## src/logic/stx_regs.svh

```systemverilog
// Constants for the skip, table read and exclusive-OR execution unit
`ifndef STX_REGS_SVH
`define STX_REGS_SVH
`define STX_DATA_W       8
`define STX_PADDR_W      13
`define STX_DADDR_W      12
`define STX_PAGE_W       8
`define STX_ZERO_BYTE    8'h00
`define STX_LAST_PAGE    5'h1F
`define STX_SKIP_CYCLES  2
`endif

```

## src/logic/stx_pkg.sv

```systemverilog
// Types for the skip, table read and exclusive-OR execution unit
package stx_pkg;
  typedef enum logic [3:0]
  {
    STX_OP_NONE                    = 4'h0,
    STX_OP_SKIP_IF_BYTE_NIL        = 4'h1,
    STX_OP_COPY_THEN_SKIP_IF_NIL   = 4'h2,
    STX_OP_SKIP_IF_BIT_NIL         = 4'h3,
    STX_OP_TABLE_READ_CURRENT_PAGE = 4'h4,
    STX_OP_TABLE_READ_LAST_PAGE    = 4'h5,
    STX_OP_XOR_TO_ACC              = 4'h6,
    STX_OP_EXCLUSIVE_OR_TO_MEMORY  = 4'h7,
    STX_OP_XOR_IMMEDIATE           = 4'h8
  } stx_op_t;

  typedef enum logic [1:0]
  {
    STX_ST_IDLE  = 2'b00,
    STX_ST_DUMMY = 2'b01,
    STX_ST_TABLE = 2'b10
  } stx_state_t;
endpackage

```

## src/logic/stx_exec.sv

```systemverilog
// Execution unit for skip, table read and exclusive-OR instructions
//
// Overview of operation
// - Byte-zero skip skips next instruction when operand is zero; flags untouched.
// - A taken skip costs two machine cycles, with a dummy slot inserted.
// - Copy-and-skip loads operand into the working register, skips if zero.
// - Bit-test skip skips only when the selected operand bit is zero.
// - Current-page table read: low byte to memory, high byte to table high register.
// - Last-page table read does the same within the final program page.
// - Register XOR stores working register XOR operand in working register; zero flag only.
// - Memory XOR writes working register XOR operand back to memory; zero flag only.
// - Immediate XOR stores working register XOR constant in working register; zero flag only.
`timescale 1ns/10ps
`default_nettype none
`include "stx_regs.svh"

module stx_exec
(
  // Clock and reset
  input  wire logic                      clk,
  input  wire logic                      sys_rst,
  // Decoded instruction from fetch/decode
  input  wire logic                      instr_valid,
  input  wire stx_pkg::stx_op_t          instr_op,
  input  wire logic [2:0]                bit_sel,
  input  wire logic [`STX_DATA_W-1:0]    imm_data,
  input  wire logic [`STX_DADDR_W-1:0]   mem_addr,
  input  wire logic [`STX_DATA_W-1:0]    mem_rdata,
  input  wire logic [`STX_PADDR_W-1:0]   cur_pc,
  // Table pointer and program memory
  input  wire logic [`STX_PAGE_W-1:0]    table_pointer,
  output logic                           prog_rd,
  output logic [`STX_PADDR_W-1:0]        prog_addr,
  input  wire logic [15:0]               prog_rdata,
  // Data memory write port
  output logic                           mem_we,
  output logic [`STX_DADDR_W-1:0]        mem_waddr,
  output logic [`STX_DATA_W-1:0]         mem_wdata,
  // Core state and control
  output logic [`STX_DATA_W-1:0]         acc,
  output logic                           zero_flag,
  output logic [`STX_DATA_W-1:0]         table_high_byte_reg,
  output logic                           skip_next,
  output logic                           stall
);
  import stx_pkg::*;

  stx_state_t                 state_q, state_d;
  logic [`STX_DATA_W-1:0]     acc_q, acc_d;
  logic                       zero_q, zero_d;
  logic [`STX_DATA_W-1:0]     tbh_q, tbh_d;
  logic                       we_q, we_d;
  logic [`STX_DADDR_W-1:0]    waddr_q, waddr_d;
  logic [`STX_DATA_W-1:0]     wdata_q, wdata_d;
  logic [`STX_DADDR_W-1:0]    taddr_q;

  function automatic logic is_nil(input logic [`STX_DATA_W-1:0] v);
    return v == `STX_ZERO_BYTE;
  endfunction

  wire logic                     idle       = (state_q == STX_ST_IDLE);
  wire logic                     go         = idle && instr_valid;
  wire logic                     op_sz      = instr_op == STX_OP_SKIP_IF_BYTE_NIL;
  wire logic                     op_sza     = instr_op == STX_OP_COPY_THEN_SKIP_IF_NIL;
  wire logic                     op_szb     = instr_op == STX_OP_SKIP_IF_BIT_NIL;
  wire logic                     op_tcur    = instr_op == STX_OP_TABLE_READ_CURRENT_PAGE;
  wire logic                     op_tlast   = instr_op == STX_OP_TABLE_READ_LAST_PAGE;
  wire logic                     op_xa      = instr_op == STX_OP_XOR_TO_ACC;
  wire logic                     op_xm      = instr_op == STX_OP_EXCLUSIVE_OR_TO_MEMORY;
  wire logic                     op_xi      = instr_op == STX_OP_XOR_IMMEDIATE;
  wire logic                     byte_nil   = is_nil(mem_rdata);
  wire logic                     bit_nil    = ~mem_rdata[bit_sel];
  // Skip decision for all three skip forms
  wire logic                     skip_take  = go && (((op_sz || op_sza) && byte_nil)
                                                     || (op_szb && bit_nil));
  wire logic [`STX_DATA_W-1:0]   xor_src    = op_xi ? imm_data : mem_rdata;
  wire logic [`STX_DATA_W-1:0]   xor_res    = acc_q ^ xor_src;
  wire logic                     is_xor     = op_xa || op_xm || op_xi;
  // Page bits come from the PC or are forced to the final page
  wire logic [4:0]               page_sel   = op_tlast ? `STX_LAST_PAGE
                                                       : cur_pc[`STX_PADDR_W-1:`STX_PAGE_W];
  wire logic                     tbl_start  = go && (op_tcur || op_tlast);

  // Program address is combinational so the word returns one cycle later
  assign prog_rd   = tbl_start;
  assign prog_addr = {page_sel, table_pointer};
  // Dummy slot after a taken skip, second cycle of a table read
  assign stall     = !idle;
  assign skip_next = skip_take;

  always_comb
  begin
    state_d = state_q;
    acc_d   = acc_q;
    zero_d  = zero_q;
    tbh_d   = tbh_q;
    we_d    = 1'b0;
    waddr_d = waddr_q;
    wdata_d = wdata_q;
    unique case (state_q)
      STX_ST_IDLE:
      begin
        if (skip_take)
          state_d = STX_ST_DUMMY;
        if (go && op_sza)
          acc_d = mem_rdata;
        if (go && is_xor)
        begin
          zero_d = is_nil(xor_res);
          if (op_xm)
          begin
            we_d    = 1'b1;
            waddr_d = mem_addr;
            wdata_d = xor_res;
          end
          else
            acc_d = xor_res;
        end
        if (tbl_start)
          state_d = STX_ST_TABLE;
      end
      STX_ST_DUMMY:
        state_d = STX_ST_IDLE;
      STX_ST_TABLE:
      begin
        // Table read also takes two cycles: program memory is a second port access
        we_d    = 1'b1;
        waddr_d = taddr_q;
        wdata_d = prog_rdata[7:0];
        tbh_d   = prog_rdata[15:8];
        state_d = STX_ST_IDLE;
      end
      default:
        state_d = STX_ST_IDLE;
    endcase
  end

  always_ff @(posedge clk)
  begin
    if (sys_rst)
    begin
      state_q <= STX_ST_IDLE;
      acc_q   <= `STX_ZERO_BYTE;
      zero_q  <= 1'b0;
      tbh_q   <= `STX_ZERO_BYTE;
      we_q    <= 1'b0;
      waddr_q <= '0;
      wdata_q <= `STX_ZERO_BYTE;
      taddr_q <= '0;
    end
    else
    begin
      state_q <= state_d;
      acc_q   <= acc_d;
      zero_q  <= zero_d;
      tbh_q   <= tbh_d;
      we_q    <= we_d;
      waddr_q <= waddr_d;
      wdata_q <= wdata_d;
      if (tbl_start)
        taddr_q <= mem_addr;
    end
  end

  assign acc                 = acc_q;
  assign zero_flag           = zero_q;
  assign table_high_byte_reg = tbh_q;
  assign mem_we              = we_q;
  assign mem_waddr           = waddr_q;
  assign mem_wdata           = wdata_q;
endmodule // stx_exec
`default_nettype wire

```

## config.mk

```make
export PLATFORM = sky130hd
export DESIGN_NAME = stx_exec
export DESIGN_NICKNAME = d
export VERILOG_FILES = /design/src/logic/stx_pkg.sv /design/src/logic/stx_exec.sv
export VERILOG_INCLUDE_DIRS = /design/src /design/src/logic
export SDC_FILE = /design/constraint.sdc
export NUM_CORES = 1
export LEC_CHECK = 0
export ABC_AREA = 0
export BUFFER_PORTS_ARGS = -buffer_cell sky130_fd_sc_hd__clkbuf_2
export CORE_MARGIN = 1
export CORE_UTILIZATION = 49
export CTS_CLUSTER_DIAMETER = 30
export CTS_CLUSTER_SIZE = 40
export DETAILED_ROUTE_END_ITERATION = 10
export PLACE_DENSITY = 0.85
export SYNTH_ARGS = -nofsm -noshare
export SYNTH_HDL_FRONTEND = slang
export SYNTH_SLANG_ARGS = --single-unit
export TNS_END_PERCENT = 50
```

## constraint.sdc

```tcl
create_clock -name clk -period 3.4 [get_ports clk]
set_clock_uncertainty 0.1 [all_clocks]
set_input_delay 0.34 -clock clk [delete_from_list [all_inputs] [get_ports clk]]
set_output_delay 0.34 -clock clk [all_outputs]
set_load 0.03 [all_outputs]
```

* Word-level counts from Yosys, hierarchy flattened
Cells that the tools add are included.
** Storage, ports and cells
- Output and inout bits :: 54
- Bits in registers :: 52
** Cells by class
- $lt $le $gt $ge :: 1
- Bitwise operators :: 3
- Multiplexer cells :: 18
- Equal/unequal tests :: 11
- Reductions and logical operators :: 22
** Operators with widths (number)
- $mux W8 :: 6
- $mux W12 :: 2
- $pmux W12 S2 :: 1
- $eq A4 B3 Y1 const B :: 4
- $logic_not A8 Y1 :: 2
- $pmux W8 S2 :: 1
- $eq A4 B2 Y1 const B :: 2
- $xor A8 B8 Y8 :: 1
- $logic_and A1 B1 Y1 :: 7
- $logic_or A1 B1 Y1 :: 5
- $mux W5 :: 1
- $eq A4 B1 Y1 const B :: 1
- $eq A4 B4 Y1 const B :: 1
- $lt A3 B4 Y1 const B :: 1
- $mux W2 :: 2
- $ne A2 B1 Y1 const B :: 2
- $reduce_bool A2 Y1 :: 2
- $bmux W1 S3 :: 1
- $mux W1 :: 3
- $reduce_and A3 Y1 :: 1
- $reduce_or A3 Y1 :: 1
- $eq A2 B2 Y1 const B :: 1
- $logic_not A2 Y1 :: 1
- $not A1 Y1 :: 2
- other kinds (4) :: 4

* Logic depth before layout (Yosys ltp)
Gate-level depths: netlist (run 1).
- Depth in word-level cells :: 8
- Gate-level depth with buffers :: 8
- Mapped depth without buffers :: 6

* Worst setup path before layout (run 1)
Ideal clock, no wire load.
- Path type :: in2reg
- Start point :: in bit_sel[0]
- End point :: reg state_q[0]
- Cell stages on the path :: 5
- Data arrival time :: 2.252 ns
- Data required time :: 3.204 ns
- Setup slack :: 0.952 ns
- Cells stage by stage :: mux4_2 > mux2i_1 > a31oi_1 > nor4_1 > nor4b_1
** On the way
- Cells in the longest elaborated chain, start to end :: 6
** RTL lines
- start: declaration :: RTL line stx_exec.sv:25 : input wire logic [2:0] bit_sel,
- $bmux W1 S3 :: RTL line stx_exec.sv:72 : wire logic bit_nil = ~mem_rdata[bit_sel];
- $mux W1 (implied by the code) :: RTL line stx_exec.sv:72
- $not A1 Y1 :: RTL line stx_exec.sv:72
- $logic_and A1 B1 Y1 :: RTL line stx_exec.sv:75 : || (op_szb && bit_nil));
- $logic_or A1 B1 Y1 :: RTL line stx_exec.sv:75
- $logic_and A1 B1 Y1 :: RTL line stx_exec.sv:74 : wire logic skip_take = go && (((op_sz || op_sza) && byte_nil)
- named net skip_next :: RTL line stx_exec.sv:43 : output logic skip_next,
- end signal: assignment :: RTL line stx_exec.sv:153 : state_q <= state_d;
- end: declaration :: RTL line stx_exec.sv:48 : stx_state_t state_q, state_d;
The timed path passes the listed nets, and every way through them passes these cells. The select of a mux whose other input is x is not followed.
A chain may end at the register's enable or synchronous reset.

* Worst setup path after layout (run 1)
- Start point :: reg state_q[0]
- End point :: out prog_rd
** On the way
- Cells in the longest elaborated chain, start to end :: 3
** RTL lines
- $logic_not A2 Y1 :: RTL line stx_exec.sv:61 : wire logic idle = (state_q == STX_ST_IDLE);
- $logic_and A1 B1 Y1 :: RTL line stx_exec.sv:62 : wire logic go = idle && instr_valid;
- $logic_and A1 B1 Y1 :: RTL line stx_exec.sv:82 : wire logic tbl_start = go && (op_tcur || op_tlast);
- end: declaration :: RTL line stx_exec.sv:32 : output logic prog_rd,
Every way passes these cells.

==> out/metrics.yaml, run 1 <==
logic_synthesis:
  synth_cell_types: 33
  syn_area_um2: 2510
  synth_warnings: 0
  yosysTopAreaCell: "dfxtp_1"
  synth_cells: 293
  synth_edf_count: 0
  synth_area_per_cell_um2: 8.58
  ys_seq_elements: 52
  synth-async-reset-ratio_pct: 0
  seq_area_frac_synth_pct: 41.4
  yosys_most_used_dff: "dfxtp_1"
  synth_top_cell_area_share_pct: 41.4
  syn-num-nets: 368
  yosys-top-cells-area: "dfxtp_1 41%, mux2i_1 12%, nand2_1 7.5%"
global_routing:
  antenna_found_initial: 0
  grt_pass1_vias: 2099
  grt_max_degree: 53
  grt-ovfl-total: 0
  grt_pass1_wl_um: 9580
  grtUsageTotal_pct: 22.9
final_layout:
  diodes: 0
  num-fill-cells: 444
  final_cell_mix: "104 x clkbuf_2, 52 x dfxtp_1, 50 x nand2_1"
  nets: 455
  syn2layout_area_growth_pct: 22.1
  final_common_cell: "clkbuf_2"
  final_layout_size_suffix_gt1_share_pct: 33.1
worst_setup_path:
  critPathKind: "flip-flop to output port"
  crit_path_end: "prog_rd"
  start_kind: "flip-flop"
  reg2regPathDepth: 5
  regToRegStartpoint: "state_q[0]$_SDFFE_PP0P_"
  crit_buf_inv: 2
  cp_max_fo: 14
  cp_top_family: "simple AND/OR/NAND/NOR gates"
  arrival_ns: 2.17
  ff2ff_setup_slack_ns: 1.38
  slowest_delay_ns: 0.62
  end_kind: "output port"
  startpoint: "state_q[0]$_SDFFE_PP0P_"
  timing.rr.end: "acc[3]$_SDFFE_PP0P_"
  slowest_stage: "or3_1"
  cp.depth: 5
  worstPathCellList: "nor2_1, nand2_1, or3_1, inv_2, clkbuf_2"
  worstPathRequired_ns: 2.96
sta:
  report.final.slew_viol_count: 0
  timing.max_slew.rel_slack_pct: 30.1
  tns_ns: 0
  finalCritPeriodShare_pct: 76.8
  setup_viol: 0
  hold_viol: 0
  fmax_mhz: 383
  rsz0062_at_grt: "false"
  tightest_slew_ns: 1.05
  timing.final.crit_period_ns: 2.61
placed_design:
  place_congestion: 0.850
  io_buffers: 104
  dp_hpwl_um: 4500
route:
  drt_wl_total_um: 6090
  num_vias: 2381
  via_per_inst: 5.31
  wl_per_cell_um: 13.6
  first_pass_iters: 5
  first_iter_violations: 139
  drcViolationCount: 0
  ant_nets: 0
cts:
  root_buffer: "clkbuf_8"
  cts_setup_buffers: 0
  cts.repair.resized: 0
  clock-sinks: 52
  clock_latency_ns: 0.30
  cts_tree: "built"
  ctsHtreeMaxLevel: 2
  cts.clk_slew.worst_paths_ns: 0.10
  cts-hold-fix-buffers: 0
  cts_buffers: 5
  cts.path.max_buffers: 2
run_status:
  outcome: "complete, no violations"
power:
  p_leak_nw: 1.37
  vdd_drop_max_uv: 222
  total_power_w: 0.00118
  powerDensity_nw_per_um2: 386
die:
  start_util_pct: 52.2
  dieWidth_um: 73.6
  dieArea_um2: 5420
  die_h_um: 73.6
  core_um2: 4820
  rows: 25
  io_pins: 129
job:
  maxCapViolations: 0
worst_hold_path:
  min_path_type: "input pin to flip-flop"
[layout make-up]
type	instances	area (um^2)	share of cell area [%]
clock buffers	6	72.6	2.36
clock inverters	2	13.8	0.448
inverters	3	11.3	0.367
multi-input cells	210	1300	42.3
flip-flops and latches	52	1040	33.9
well taps	67	83.8	2.73
repair buffers	108	551	17.9
[stage by stage]
stage	area (um^2)	hold slack [ns]	setup WS (ns)	util, %	std cells
2_1_floorplan	2510	0.337	0.952	-	293
3_3_place_gp	2990	0.342	1.07	62.0	440
3_5_place_dp	2990	0.346	1.09	62.0	440
4_1_cts	3070	0.136	0.782	63.8	448
5_1_grt	3070	0.122	0.636	63.8	448
6_report	3070	0.143	0.790	63.8	448
[worst min-delay path by stage]
stage	from	to	slack [ns]	cells after the start
final	prog_rdata[11]	table_high_byte_reg[3]$_SDFFE_PP0P_	0.14	3
after global routing	prog_rdata[9]	table_high_byte_reg[1]$_SDFFE_PP0P_	0.12	3
after CTS	prog_rdata[10]	table_high_byte_reg[2]$_SDFFE_PP0P_	0.14	3
after detailed placement	mem_wdata[0]$_SDFFE_PP0P_	mem_wdata[0]$_SDFFE_PP0P_	0.35	2
after global placement	taddr_q[3]$_SDFFE_PP0P_	taddr_q[3]$_SDFFE_PP0P_	0.34	2
after floorplan	taddr_q[0]$_SDFFE_PP0P_	taddr_q[0]$_SDFFE_PP0P_	0.34	2
[synthesized netlist by cell type, drive strengths merged (4+ instances only)]
master / n
nor2b: 9
nor4: 5
a211oi: 21
nand2: 50
o21ai: 4
a21oi: 30
dfxtp: 52
nand2b: 4
or2: 5
xnor2: 6
nor2: 27
mux2i: 29
clkbuf: 13
buf: 14
o22ai: 6
[kinds of logic after synthesis]
| kind of cell | share of synthesized area [%] |
|---|---|
| simple gates | 20.0 |
| buf+inv | 6.96 |
| flops | 41.4 |
| compound gates | 15.5 |
| xor+xnor | 2.79 |
| mux | 13.3 |
[metal layers]
| metal | GRT usage (%) | routed length (um) | vias up |
|---|---|---|---|
| met5 | 0 | 0 | - |
| met4 | 8.76 | 122 | 0 |
| met3 | 5.90 | 391 | 13 |
| met2 | 38.0 | 2940 | 101 |
| met1 | 28.5 | 2630 | 1085 |
| li1 | - | - | 1182 |
[worst reg2reg max path: cells and delay by family, from the launching register on]
kind	cells	cell delay, ns
AO/OA/AOI/OAI	1	0.30
multiplexers	1	0.19
flip-flops	1	0.34
AND/OR/NAND/NOR	3	0.97
[power breakdown]
part           internal [W]  total, W  switching, W  leakage, nW
clock              0.000147  0.000352      0.000204       0.0456
combinational     0.0000766  0.000196      0.000119        0.900
sequential         0.000626  0.000637     0.0000110        0.421
(Power assumes the default switching activity.)
==> inputs of run 2 (changes only) <==
--- a/config.mk
+++ b/config.mk
@@ -9,11 +9,11 @@
 export ABC_AREA = 0
 export BUFFER_PORTS_ARGS = -buffer_cell sky130_fd_sc_hd__clkbuf_2
 export CORE_MARGIN = 1
-export CORE_UTILIZATION = 49
+export CORE_UTILIZATION = 45
 export CTS_CLUSTER_DIAMETER = 30
 export CTS_CLUSTER_SIZE = 40
 export DETAILED_ROUTE_END_ITERATION = 10
-export PLACE_DENSITY = 0.85
+export PLACE_DENSITY = 0.79
 export SYNTH_ARGS = -nofsm -noshare
 export SYNTH_HDL_FRONTEND = slang
 export SYNTH_SLANG_ARGS = --single-unit
==> constraint.sdc (replaced) <==
create_clock -name clk -period 2.55 [get_ports clk]
set_clock_uncertainty 0.1 [all_clocks]
set_input_delay 0.255 -clock clk [delete_from_list [all_inputs] [get_ports clk]]
set_output_delay 0.255 -clock clk [all_outputs]
set_load 0.03 [all_outputs]
==> run 2 against run 1 <==
  * Count of clock-buffer cells in the layout rose by 1
  * Wire length increased by 2.0%
  * Highest routed layer unchanged
  * Cell count is 1.3% higher
  * Largest cell class unchanged
  * Utilization fell by 4.5 points
  * Register-to-register slack worse by 0.95 ns
  * Via count decreased by 0.80%
  * Worst hold slack lost 0.072 ns
  * Sequential share of layout area is 0.37 points lower
  * Non-clock buffer count grew 3
  * Critical path depth is the same
  * Global-route usage fell by 1.9 points
  * Total power grew 35%
==> out/metrics.yaml, run 2 (same netlist as run 1, synthesis figures left out) <==
sta:
  holdWs_ns: 0.0709
  fmax_mhz: 456
  rsz0062_at_grt: "false"
  timing.final.crit_period_ns: 2.19
  finalCritPeriodShare_pct: 86.1
  hold_viol: 0
  setup_viol: 0
  timing.max_slew.rel_slack_pct: 47.5
  report.final.slew_viol_count: 0
  tightest_slew_ns: 0.784
  tns_ns: 0
route:
  first_pass_iters: 4
  via_per_inst: 5.20
  drt_wl_total_um: 6210
  drcViolationCount: 0
  num_vias: 2362
  first_iter_violations: 101
  wl_per_cell_um: 13.7
  ant_nets: 0
final_layout:
  syn2layout_area_growth_pct: 23.5
  final_common_cell: "clkbuf_2"
  nets: 458
  diodes: 0
  final_cell_mix: "104 x clkbuf_2, 52 x dfxtp_1, 50 x nand2_1"
  final_layout_size_suffix_gt1_share_pct: 33.6
worst_setup_path:
  cp_max_fo: 14
  critPathKind: "flip-flop to output port"
  start_kind: "flip-flop"
  end_kind: "output port"
  arrival_ns: 1.84
  worstPathRequired_ns: 2.19
die:
  die_h_um: 76.8
  rows: 26
  start_util_pct: 48.0
  dieWidth_um: 76.8
  core_um2: 5240
  io_pins: 129
  dieArea_um2: 5890
global_routing:
  grt_pass1_wl_um: 10100
  grt_pass1_vias: 2185
  grt-ovfl-total: 0
  antenna_found_initial: 0
  grtUsageTotal_pct: 21.1
  grt_max_degree: 25
placed_design:
  place_congestion: 0.817
  dp_hpwl_um: 4610
  io_buffers: 104
cts:
  cts_tree: "built"
  cts.clk_slew.worst_paths_ns: 0.09
  ctsHtreeMaxLevel: 2
  cts-hold-fix-buffers: 0
  cts_setup_buffers: 0
  root_buffer: "clkbuf_8"
  clock-sinks: 52
  cts.repair.resized: 0
  cts_buffers: 5
  clock_latency_ns: 0.30
  cts.path.max_buffers: 2
power:
  internal_power_w: 0.00116
  netSwitchingPower_w: 0.000435
  powerDensity_nw_per_um2: 514
  vdd_drop_max_uv: 411
  p_clk_share_pct: 30.2
  switching_share_pct: 27.3
  power_frac_comb_pct: 16.6
  p_leak_nw: 1.38
  seq_power_share_pct: 53.2
job:
  maxCapViolations: 0
worst_hold_path:
  min_path_type: "input pin to flip-flop"
run_status:
  outcome: "complete, no violations"
## run 2: metrics by stage
stage	setup WS, ns	power (W)	instances	cell area (um^2)	util, %
floorplan	0.187	0.00105	293	2510	-
global placement	0.434	0.00113	446	3010	57.5
detailed placement	0.401	0.00113	446	3010	57.5
CTS	0.343	0.00161	454	3110	59.3
global route	0.211	0.00167	454	3110	59.3
finish	0.356	0.00160	454	3110	59.3
## run 2: area by class of cell
class	count	area (um^2)
Timing Repair Buffer	111	573
Tap cell	70	87.6
Fill cell	490	2130
Clock buffer	7	86.3
Sequential cell	52	1040
Clock inverter	1	7.51
Multi-Input combinational cell	210	1300
Inverter	3	11.3
## run 2: power groups by stage
stage	clock [W]	combinational, W	sequential (W)
floorplan	0	0.000148	0.000904
global placement	0	0.000259	0.000867
detailed placement	0	0.000264	0.000868
CTS	0.000490	0.000265	0.000849
global route	0.000534	0.000286	0.000852
finish	0.000481	0.000265	0.000850
## run 2: final timing paths
| path | to | slack, ns | start | cells past startpoint |
|---|---|---|---|---|
| setup / recovery | prog_rd | 0.36 | state_q[0]$_SDFFE_PP0P_ | 5 |
| hold / removal | table_high_byte_reg[1]$_SDFFE_PP0P_ | 0.07 | prog_rdata[9] | 3 |
| setup reg to reg | acc[7]$_SDFFE_PP0P_ | 0.43 | state_q[0]$_SDFFE_PP0P_ | 5 |
| hold reg to reg | mem_wdata[3]$_SDFFE_PP0P_ | 0.36 | mem_wdata[3]$_SDFFE_PP0P_ | 2 |
## run 2: routing by layer
layer	part of all wire [%]	track usage [%]	wire length, um
met5	0	0	0
met3	5.6	4.05	347
met2	48	35.0	3000
met4	1.8	7.69	113
met1	44	27.0	2750
## run 2: critical path: stages, from the launching register on
cell	delay [ns]
dfxtp_1	0.34
nor2_1	0.14
nand2_1	0.16
or3_1	0.41
inv_2	0.23
clkbuf_2	0.26
